[src/rtl/conv_pkg.sv]
package conv_pkg;
   // special-function register addresses
   localparam logic [7:0] LOW_BYTE_ADDR = 8'hd2;
   localparam logic [7:0] HIGH_BYTE_ADDR = 8'hd3;
   localparam logic [7:0] CONTROL_ADDR = 8'hd4;
   // control field positions
   localparam int ENABLE_POS = 7;
   localparam int SRC_LSB = 3;
   localparam int ALIGN_LSB = 0;
   // reset values and control write mask
   localparam logic [7:0] CONTROL_RESET = 8'h00;
   localparam logic [7:0] DATA_RESET = 8'h00;
   localparam logic [7:0] CONTROL_WMASK = 8'h9f;
   // update sources
   localparam logic [1:0] SRC_WRITE = 2'h0;
   localparam logic [1:0] SRC_TMR3 = 2'h1;
   localparam logic [1:0] SRC_TMR4 = 2'h2;
   localparam logic [1:0] SRC_TMR2 = 2'h3;
endpackage

[src/rtl/word_align.sv]
`timescale 1ns/1ps
// places the 12-bit word from the two data bytes per alignment code
module word_align
   import conv_pkg::*;
(
   // data bytes and format
   input wire logic [7:0] high_byte,
   input wire logic [7:0] low_byte,
   input wire logic [2:0] word_alignment_select,
   // assembled word
   output logic [11:0] word
);
   // bits outside the chosen field are dropped
   always_comb begin
      if (word_alignment_select[2]) begin
         word = {high_byte, low_byte[7:4]}; // RQ11 RQ12
      end else begin
         unique case (word_alignment_select[1:0])
            2'h0: word = {high_byte[3:0], low_byte}; // RQ7
            2'h1: word = {high_byte[4:0], low_byte[7:1]}; // RQ8
            2'h2: word = {high_byte[5:0], low_byte[7:2]}; // RQ9
            2'h3: word = {high_byte[6:0], low_byte[7:3]}; // RQ10
         endcase
      end
   end
endmodule

[src/rtl/dac_update_and_format_ctrl.sv]
`timescale 1ns/1ps
// What this block does
// RQ1: enable bit low shuts converter down and disables output; high runs it.
// RQ2: control bits six and five read zero; writes to them ignored.
// RQ3: source 00 latches the assembled word on each high-byte write.
// RQ4: sources 01,10,11 latch on timer 3, timer 4, timer 2 overflow.
// RQ5: in immediate mode a low-byte write waits for a high-byte write.
// RQ6: in timer modes both bytes wait, then latch together on overflow.
// RQ7: format 000: word is high[3:0] then all of low byte.
// RQ8: format 001: word is high[4:0] then low[7:1].
// RQ9: format 010: word is high[5:0] then low[7:2].
// RQ10: format 011: word is high[6:0] then low[7:3].
// RQ11: format 1xx: word is whole high byte then low[7:4].
// RQ12: unused data bits ignored for the word but read back as written.
module dac_update_and_format_ctrl
   import conv_pkg::*;
(
   // clock and reset
   input wire logic sys_clk,
   input wire logic rst_n,
   // special-function register port
   input wire logic [7:0] sfr_addr,
   input wire logic [7:0] sfr_wdata,
   input wire logic sfr_wr,
   input wire logic sfr_rd,
   output logic [7:0] sfr_rdata,
   // timer overflow pulses
   input wire logic tmr2_ovf,
   input wire logic tmr3_ovf,
   input wire logic tmr4_ovf,
   // converter core
   output logic [11:0] conv_latch,
   output logic conv_enable,
   output logic conv_out_enable,
   output logic conv_load
);
   logic [7:0] second_converter_low_byte_r;
   logic [7:0] second_converter_high_byte_r;
   logic [7:0] second_converter_control_r;
   logic [1:0] update_source_select;
   logic [2:0] word_alignment_select;
   logic [11:0] word;
   logic high_wr;
   logic timer_hit;
   logic high_load_r;

   assign update_source_select =
      second_converter_control_r[SRC_LSB +: 2];
   assign word_alignment_select =
      second_converter_control_r[ALIGN_LSB +: 3];
   assign high_wr = sfr_wr && (sfr_addr == HIGH_BYTE_ADDR);

   ////////////////////////////////////////////////////////////////////
   // register writes
   always_ff @(posedge sys_clk or negedge rst_n) begin
      if (!rst_n) begin
         second_converter_low_byte_r <= DATA_RESET;
         second_converter_high_byte_r <= DATA_RESET;
      end else if (sfr_wr) begin
         if (sfr_addr == LOW_BYTE_ADDR) begin
            second_converter_low_byte_r <= sfr_wdata; // RQ5 RQ12
         end
         if (sfr_addr == HIGH_BYTE_ADDR) begin
            second_converter_high_byte_r <= sfr_wdata; // RQ12
         end
      end
   end

   // control register, unused bits kept at zero
   always_ff @(posedge sys_clk or negedge rst_n) begin
      if (!rst_n) begin
         second_converter_control_r <= CONTROL_RESET;
      end else if (sfr_wr && sfr_addr == CONTROL_ADDR) begin
         second_converter_control_r <= sfr_wdata & CONTROL_WMASK; // RQ2
      end
   end

   // read mux, registered
   always_ff @(posedge sys_clk or negedge rst_n) begin
      if (!rst_n) begin
         sfr_rdata <= 8'h00;
      end else if (sfr_rd) begin
         unique case (sfr_addr)
            LOW_BYTE_ADDR: sfr_rdata <= second_converter_low_byte_r;
            HIGH_BYTE_ADDR: sfr_rdata <= second_converter_high_byte_r;
            CONTROL_ADDR: sfr_rdata <= second_converter_control_r; // RQ2
            default: sfr_rdata <= 8'h00;
         endcase
      end
   end

   ////////////////////////////////////////////////////////////////////
   // word assembly from the held bytes
   word_align u_align (
      .high_byte(second_converter_high_byte_r),
      .low_byte(second_converter_low_byte_r),
      .word_alignment_select(word_alignment_select),
      .word(word)
   );

   // update trigger selection
   always_comb begin
      unique case (update_source_select)
         SRC_WRITE: timer_hit = 1'b0;
         SRC_TMR3: timer_hit = tmr3_ovf; // RQ4
         SRC_TMR4: timer_hit = tmr4_ovf; // RQ4
         SRC_TMR2: timer_hit = tmr2_ovf; // RQ4
      endcase
   end

   // high-byte write is seen one cycle later once the byte is stored
   always_ff @(posedge sys_clk or negedge rst_n) begin
      if (!rst_n) begin
         high_load_r <= 1'b0;
      end else begin
         high_load_r <= high_wr && (update_source_select == SRC_WRITE); // RQ3
      end
   end

   // input latch: immediate on stored high write, or on timer overflow
   always_ff @(posedge sys_clk or negedge rst_n) begin
      if (!rst_n) begin
         conv_latch <= 12'h000;
         conv_load <= 1'b0;
      end else begin
         conv_load <= high_load_r || timer_hit;
         if (high_load_r || timer_hit) begin
            conv_latch <= word; // RQ3 RQ5 RQ6
         end
      end
   end

   // enable drives power and output pin
   always_ff @(posedge sys_clk or negedge rst_n) begin
      if (!rst_n) begin
         conv_enable <= 1'b0;
         conv_out_enable <= 1'b0;
      end else begin
         conv_enable <= second_converter_control_r[ENABLE_POS]; // RQ1
         conv_out_enable <= second_converter_control_r[ENABLE_POS]; // RQ1
      end
   end

   ////////////////////////////////////////////////////////////////////
   // checks: register port stores and returns what the rules say
   unused_read_a: assert property (@(posedge sys_clk) // RQ2
      disable iff (!rst_n)
      sfr_rd && sfr_addr == CONTROL_ADDR |=> sfr_rdata[6:5] == 2'h0)
      else $error("unused control bits read nonzero");
   control_store_a: assert property (@(posedge sys_clk) // RQ2
      disable iff (!rst_n)
      sfr_wr && sfr_addr == CONTROL_ADDR |=>
      second_converter_control_r[6:5] == 2'h0 &&
      second_converter_control_r[7] == $past(sfr_wdata[7]) &&
      second_converter_control_r[4:0] == $past(sfr_wdata[4:0]))
      else $error("control write stored wrong bits");
   low_store_a: assert property (@(posedge sys_clk) // RQ12
      disable iff (!rst_n)
      sfr_wr && sfr_addr == LOW_BYTE_ADDR |=>
      second_converter_low_byte_r == $past(sfr_wdata))
      else $error("low byte not stored as written");
   high_readback_a: assert property (@(posedge sys_clk) // RQ12
      disable iff (!rst_n)
      sfr_rd && sfr_addr == HIGH_BYTE_ADDR |=>
      sfr_rdata == $past(second_converter_high_byte_r))
      else $error("high byte read back wrong");
   // checks: power and pin follow the enable bit
   enable_follow_a: assert property (@(posedge sys_clk) // RQ1
      disable iff (!rst_n)
      ##1 conv_enable == $past(second_converter_control_r[ENABLE_POS]))
      else $error("converter enable not following control");
   pin_follow_a: assert property (@(posedge sys_clk) // RQ1
      disable iff (!rst_n)
      ##1 conv_out_enable == $past(second_converter_control_r[ENABLE_POS]))
      else $error("output pin enable not following control");
   // checks: when the input latch may and may not change
   immediate_load_a: assert property (@(posedge sys_clk) // RQ3
      disable iff (!rst_n)
      high_wr && update_source_select == SRC_WRITE |=>
      ##1 conv_load && conv_latch == $past(word))
      else $error("high write did not load converter");
   low_held_a: assert property (@(posedge sys_clk) // RQ5
      disable iff (!rst_n)
      sfr_wr && sfr_addr == LOW_BYTE_ADDR && !timer_hit && !high_load_r
      |=> $stable(conv_latch))
      else $error("low write changed converter output");
   high_held_a: assert property (@(posedge sys_clk) // RQ6
      disable iff (!rst_n)
      high_wr && update_source_select != SRC_WRITE && !timer_hit
      |=> $stable(conv_latch))
      else $error("timer mode high write changed output");
   timer_load_a: assert property (@(posedge sys_clk) // RQ4
      disable iff (!rst_n)
      update_source_select == SRC_TMR3 && tmr3_ovf
      |=> conv_load && conv_latch == $past(word))
      else $error("timer 3 overflow did not load word");
   timer4_load_a: assert property (@(posedge sys_clk) // RQ4
      disable iff (!rst_n)
      update_source_select == SRC_TMR4 && tmr4_ovf
      |=> conv_load && conv_latch == $past(word))
      else $error("timer 4 overflow did not load word");
   timer2_load_a: assert property (@(posedge sys_clk) // RQ4
      disable iff (!rst_n)
      update_source_select == SRC_TMR2 && tmr2_ovf
      |=> conv_load && conv_latch == $past(word))
      else $error("timer 2 overflow did not load word");
   timer_hold_a: assert property (@(posedge sys_clk) // RQ6
      disable iff (!rst_n)
      update_source_select != SRC_WRITE && !timer_hit
      |=> !conv_load)
      else $error("timer mode loaded without overflow");
   // checks: word placement for each alignment code
   format_wide_a: assert property (@(posedge sys_clk) // RQ11
      disable iff (!rst_n)
      word_alignment_select[2] |-> word ==
      {second_converter_high_byte_r, second_converter_low_byte_r[7:4]})
      else $error("format 1xx word wrong");
   format_nib_a: assert property (@(posedge sys_clk) // RQ7
      disable iff (!rst_n)
      word_alignment_select == 3'h0 |-> word ==
      {second_converter_high_byte_r[3:0], second_converter_low_byte_r})
      else $error("format 000 word wrong");
   format_five_a: assert property (@(posedge sys_clk) // RQ8
      disable iff (!rst_n)
      word_alignment_select == 3'h1 |-> word ==
      {second_converter_high_byte_r[4:0], second_converter_low_byte_r[7:1]})
      else $error("format 001 word wrong");
   format_six_a: assert property (@(posedge sys_clk) // RQ9
      disable iff (!rst_n)
      word_alignment_select == 3'h2 |-> word ==
      {second_converter_high_byte_r[5:0], second_converter_low_byte_r[7:2]})
      else $error("format 010 word wrong");
   format_seven_a: assert property (@(posedge sys_clk) // RQ10
      disable iff (!rst_n)
      word_alignment_select == 3'h3 |-> word ==
      {second_converter_high_byte_r[6:0], second_converter_low_byte_r[7:3]})
      else $error("format 011 word wrong");
endmodule

[config.mk]
export PLATFORM = sky130hd
export DESIGN_NAME = dac_update_and_format_ctrl
export DESIGN_NICKNAME = d
export VERILOG_FILES = /design/src/rtl/conv_pkg.sv /design/src/rtl/word_align.sv /design/src/rtl/dac_update_and_format_ctrl.sv
export SDC_FILE = /design/constraint.sdc
export NUM_CORES = 1
export LEC_CHECK = 0
export ABC_AREA = 1
export BUFFER_PORTS_ARGS = -buffer_cell sky130_fd_sc_hd__buf_2
export CAP_MARGIN = 25
export CORE_ASPECT_RATIO = 0.5
export CORE_MARGIN = 5
export CORE_UTILIZATION = 55
export CTS_CLUSTER_DIAMETER = 150
export DETAILED_ROUTE_END_ITERATION = 10
export PLACE_DENSITY = 0.8
export REMOVE_ABC_BUFFERS = 1
export SYNTH_ARGS = -nofsm -noshare
export SYNTH_HDL_FRONTEND = slang
export SYNTH_SLANG_ARGS = --single-unit
[constraint.sdc]
create_clock -name sys_clk -period 1.25 [get_ports sys_clk]
set_input_delay 0.125 -clock sys_clk [delete_from_list [all_inputs] [get_ports sys_clk]]
set_output_delay 0.125 -clock sys_clk [all_outputs]
set_load 0.01 [all_outputs]
# Word level (Yosys, flattened, before mapping)
# Cells that the tools add are included.
word_totals:
  ff_bits: 45
  latchBits: 0
  ram_bits: 0
  romBits: 0
  in_bits: 23
  elab_cells: 29
  memories: 0
classes:
  addsub: 0
  n_mul: 0
  n_div: 0
  order_cmp: 0
  n_eq_ne: 9
  n_shift: 0
  muxes: 4
  bitwise: 0
  reduce_logical: 8
ops:
  columns: ["cell", "count"]
  rows:
  - ["12-bit case mux with 4 select lines", 1]
  - ["8-bit equality test (second input constant)", 3]
  - ["8-bit case mux with 3 select lines", 1]
  - ["12-bit two-way mux", 1]
  - ["2-bit equality test (second input constant)", 4]
  - ["2-bit by 1-bit equality test with 1-bit output (second input constant)", 2]
  - ["2-bit logical NOT", 2]
  - ["1-bit case mux with 4 select lines", 1]
  - ["2-bit AND reduction", 2]
  - ["1-bit logical AND", 3]
  - ["1-bit logical OR", 1]

# Depth between registers and ports, before layout
depth:
  ltp_word: 3
  ltp_mapped: 9
  depth_no_buf: 8

# Modules after synthesis
# From an unflattened synthesis, not the netlist that was laid out.
unflattened:
  hier_cells: 361
  hier_area_um2: 2683.8
modules_own_cells:
  columns: ["module", "n_inst", "cells_each", "area_each_um2", "seq_area_each_um2"]
  rows:
  - ["dac_update_and_format_ctrl", 1, 237, 2128.3, 1126.1]
  - ["word_align", 1, 124, 555.5, 0.0]

# Least setup slack after synthesis
# OpenSTA, ideal clock, no wires.
synth_path:
  path_kind: "register to register"
  from: "reg second_converter_control_r[3]"
  to: "reg conv_latch[10]"
  setup_time_ns: 0.116
  t_arrival_ns: 1.010
  t_required_ns: 1.134
  slack_ns: 0.123
  path_stages_with_launch: 8
  path_buffers: 1
  synth_period_minus_slack_ns: 1.127
  path_cell_list: "dfrtp_1 -> nand3_1 -> nand2_2 -> nor2_4 -> buf_6 -> nor2_1 -> nand2_1 -> nand2_1"
synth_between:
  elab_chain_cells: 3
  word_cells_on_any_way: 6
synth_lines:
  columns: ["item", "line_no", "text"]
  rows:
  - ["start, declared", "dac_update_and_format_ctrl.sv:39", "logic [7:0] second_converter_control_r;"]
  - ["start signal, assigned", "dac_update_and_format_ctrl.sv:74", "second_converter_control_r <= sfr_wdata & CONTROL_WMASK;"]
  - ["2-bit equality test (tied with other cells)", "dac_update_and_format_ctrl.sv:103", "unique case (update_source_select)"]
  - ["1-bit case mux with 4 select lines (*)", "dac_update_and_format_ctrl.sv:103", null]
  - ["1-bit logical OR (*)", "dac_update_and_format_ctrl.sv:127", "if (high_load_r || timer_hit) begin"]
  - ["end signal, assigned", "dac_update_and_format_ctrl.sv:128", "conv_latch <= word;"]
  - ["end, declared", "dac_update_and_format_ctrl.sv:32", "output logic [11:0] conv_latch,"]
# Mark *: on every way between the ends. The rest lies on a longest branch, timed or not.
# A chain may end at the register's enable or synchronous reset.

# Final worst setup path
layout_path:
  from: "reg second_converter_control_r[1]"
  to: "reg conv_latch[0]"
layout_between:
  elab_chain_cells: 3
  word_cells_on_any_way: 6
layout_lines:
  columns: ["item", "line_no", "text"]
  rows:
  - ["2-bit equality test (tied with other cells)", "word_align.sv:18", "unique case (word_alignment_select[1:0])"]
  - ["12-bit case mux with 4 select lines (*)", "word_align.sv:18", null]
  - ["12-bit two-way mux (*)", "word_align.sv:15", "if (word_alignment_select[2]) begin"]
# Marked as above.

==> impl_metrics.env <==
export IMPL_end_kind="flip-flop"
export IMPL_first_pass_iters=6
export IMPL_antenna_found_initial=0
export IMPL_drive_above_1_share_pct=28.5
export IMPL_internal_power_mw=2.41
export IMPL_die_h_um=57.8
export IMPL_rr_startpoint="second_converter_control_r[1]"
export IMPL_critPathArrivalTime_ns=1.49
export IMPL_crit_fanout=12
export IMPL_yosys_area_top_type="dfrtp_1"
export IMPL_io_pins=46
export IMPL_post_route_period_util_pct=99.7
export IMPL_rr_endpoint="conv_latch[0]"
export IMPL_die_area_mm2=0.00611
export IMPL_cts_sinks=45
export IMPL_synth_area_leaders="dfrtp_1 (45%), nand2_1 (19%), nand3_1 (8.6%)"
export IMPL_htreeDepth=2
export IMPL_ys_ff_latch=45
export IMPL_drv_cap=0
export IMPL_wl_per_cell_um=15.4
export IMPL_p_seq_share_pct=48.6
export IMPL_yosysTopAreaCellShare_pct=44.8
export IMPL_final_cell_mix="nand2_1 (122), buf_2 (45), dfrtp_1 (43)"
export IMPL_syn_area_mm2=0.00252
export IMPL_die_width_um=106
export IMPL_setup_tns_ns=0
export IMPL_area_delta_synth_final_pct=24.4
export IMPL_grt_pass1_vias=2396
export IMPL_period_minus_slack_ns=1.25
export IMPL_finalClockSkew_ns=0.00803
export IMPL_drtIter0Drc=191
export IMPL_max_vdd_ir_drop_uv=621
export IMPL_seq_area_frac_synth_pct=44.8
export IMPL_clockRootBuffer="clkbuf_8"
export IMPL_grt_start_max_net_pins=26
export IMPL_insertion_delay_ns=0.31
export IMPL_cts_tree="built"
export IMPL_p_leak_nw=1.71
export IMPL_gp_congestion=0.951
export IMPL_grt_usage_pct=24.8
export IMPL_yosysWarningCount=0
export IMPL_synth_area_per_cell_um2=7.38
export IMPL_post_route_util_pct=71.1
export IMPL_pwr_share_clk_pct=28.8
export IMPL_min_from="sfr_wdata[6]"
export IMPL_via_per_inst=5.49
export IMPL_switchingPower_mw=1.11
export IMPL_status="finished clean"
export IMPL_final_area_mm2=0.00313
export IMPL_port_buffers=45
export IMPL_min_path_cells=3
export IMPL_worst_pin_slew_ns=0.433
export IMPL_grt_setup_unrepaired="yes"
export IMPL_clockBufferDepth=2
export IMPL_n_fill_cell=363
export IMPL_path_clk_slew_ns=0.09
export IMPL_grt_overflow=0
export IMPL_core_mm2=0.00440
export IMPL_cts_buffers=5
export IMPL_instances_no_fill=464
export IMPL_setup_viol=0
export IMPL_drc=0
export IMPL_cp_required_ns=1.49
export IMPL_startpoint_type="flip-flop"
export IMPL_sw_frac_of_total_pct=31.5
export IMPL_hold_viol_final=0
export IMPL_placed_cells=450
export IMPL_placed_area_mm2=0.00291
export IMPL_initial_core_util_pct=57.1
export IMPL_layout_commonest_cell="nand2_1"
export IMPL_fmax_mhz=802
export IMPL_r2r_slack_ns=0.004
export IMPL_nNetsFinal=429
export IMPL_rr_worst_depth=6
export IMPL_comb_power_share_pct=22.6
export IMPL_whs_endpoint="second_converter_low_byte_r[6]"
export IMPL_place_hpwl_mm=5.13
export IMPL_finalWirelength_mm=7.14
export IMPL_vias=2549
export IMPL_power_density_mw_per_mm2=1120
export IMPL_grt_first_pass_wirelength_mm=11.8
export IMPL_rows=17
export IMPL_hold_class="input pin to flip-flop"
export IMPL_critical_path_class="flip-flop to flip-flop"
export IMPL_final_antenna_net_count=0
export IMPL_antenna_cells=0
export IMPL_final_max_slew_viol_count=0
export IMPL_yosysUniqueCellTypes=21
export IMPL_syn_inst=341
export IMPL_relSlewSlack_pct=71.1
[stage by stage]
step / hold slack [ns] / setup WS [ns] / power (mW)
after CTS: 0.0381 / 0.00276 / 3.47
after detailed placement: 0.0920 / -0.133 / 2.45
after global placement: 0.0824 / -0.0799 / 2.43
after global routing: 0.0454 / -0.0612 / 3.70
final: 0.0395 / 0.00384 / 3.52
after floorplan: -0.171 / -0.0509 / 2.07
[Yosys cell counts]
cell and count:
buf_6 3, o21ai_0 15, nor4_1 1, nor2_2 2, nand3_1 43, nand2_4 2
buf_2 3, o21ai_1 9, nor2_1 29, buf_1 1, nor2_8 3, dfrtp_1 45
nor2_4 4, nand2_2 6, inv_2 5, buf_4 4, clkbuf_1 5, nand2_1 127
a21oi_1 10, nand4_1 10, inv_1 14
[worst max-delay path by stage]
stage                                        startpoint        endpoint  slack (ns)  depth (start not counted)
after global routing      second_converter_control_r[1]   conv_latch[0]       -0.06                          6
after CTS                 second_converter_control_r[0]   conv_latch[0]       0.003                          8
final                     second_converter_control_r[1]   conv_latch[0]       0.004                          6
after global placement    second_converter_control_r[1]  conv_latch[10]       -0.08                          5
after detailed placement  second_converter_control_r[1]   conv_latch[1]       -0.13                          5
after floorplan           second_converter_control_r[0]   conv_latch[6]       -0.05                          5
[routing by layer]
| layer | global-route usage, % | routed length [um] | up-vias | share of wire [%] |
|---|---|---|---|---|
| met5 | 0 | 0 | - | 0 |
| met4 | 9.23 | 180 | 0 | 2.5 |
| met3 | 4.67 | 765 | 24 | 11 |
| met2 | 37.6 | 3010 | 140 | 42 |
| met1 | 35.9 | 3180 | 1157 | 45 |
| li1 | - | - | 1228 | - |
[timing repair]
action                                  4_1_cts  5_1_grt
gates resized for setup                       4       19
setup buffers                                 1        4
hold endpoints to repair                     15        0
hold buffers                                  1        0
endpoints found under the setup margin       12       12
cloned                                        0        0
pin swaps                                     0        5
[critical path: stages, from the launching register on]
cell and delay [ns]:
dfrtp_1 0.41, buf_4 0.15, nor2_4 0.27, a21oi_1 0.14, nand4_1 0.10, nand2_1 0.06
nand2_1 0.05
[logic make-up (layout without fill, tap and decap cells)]
logic type	count (synthesis)	after routing	synth area share, %
and+or+nand+nor	227	227	41.6
buffers and inverters	35	101	6.86
AOI/OAI and AO/OA	34	34	6.76
DFF	45	45	44.8
[power by group through the flow]
stage	combinational [mW]	sequential (mW)	clock [mW]
final	0.794	1.71	1.01
after global routing	0.881	1.73	1.10
after CTS	0.733	1.70	1.03
after detailed placement	0.719	1.73	0
after global placement	0.704	1.73	0
after floorplan	0.319	1.75	0
[registers in the layout, indices dropped and copies added, names as in the netlist]
signal / cells
conv_load: 1
sfr_rdata: 8
conv_latch: 12
second_converter_high_byte_r: 8
high_load_r: 1
conv_out_enable: 1
second_converter_low_byte_r: 8
second_converter_control_r: 6
[final cells by class]
cell class              count  area, um^2  share of cell area (%)
multi-input cells         261        1260                    40.3
repair buffers             74         489                    15.6
flip-flops and latches     45        1130                    36.1
clock buffers               7        96.3                    3.08
well taps                  57        71.3                    2.28
clock inverters             1        5.00                   0.160
inverters                  19        76.3                    2.44
Note: power is estimated with default switching activity, not from simulation.
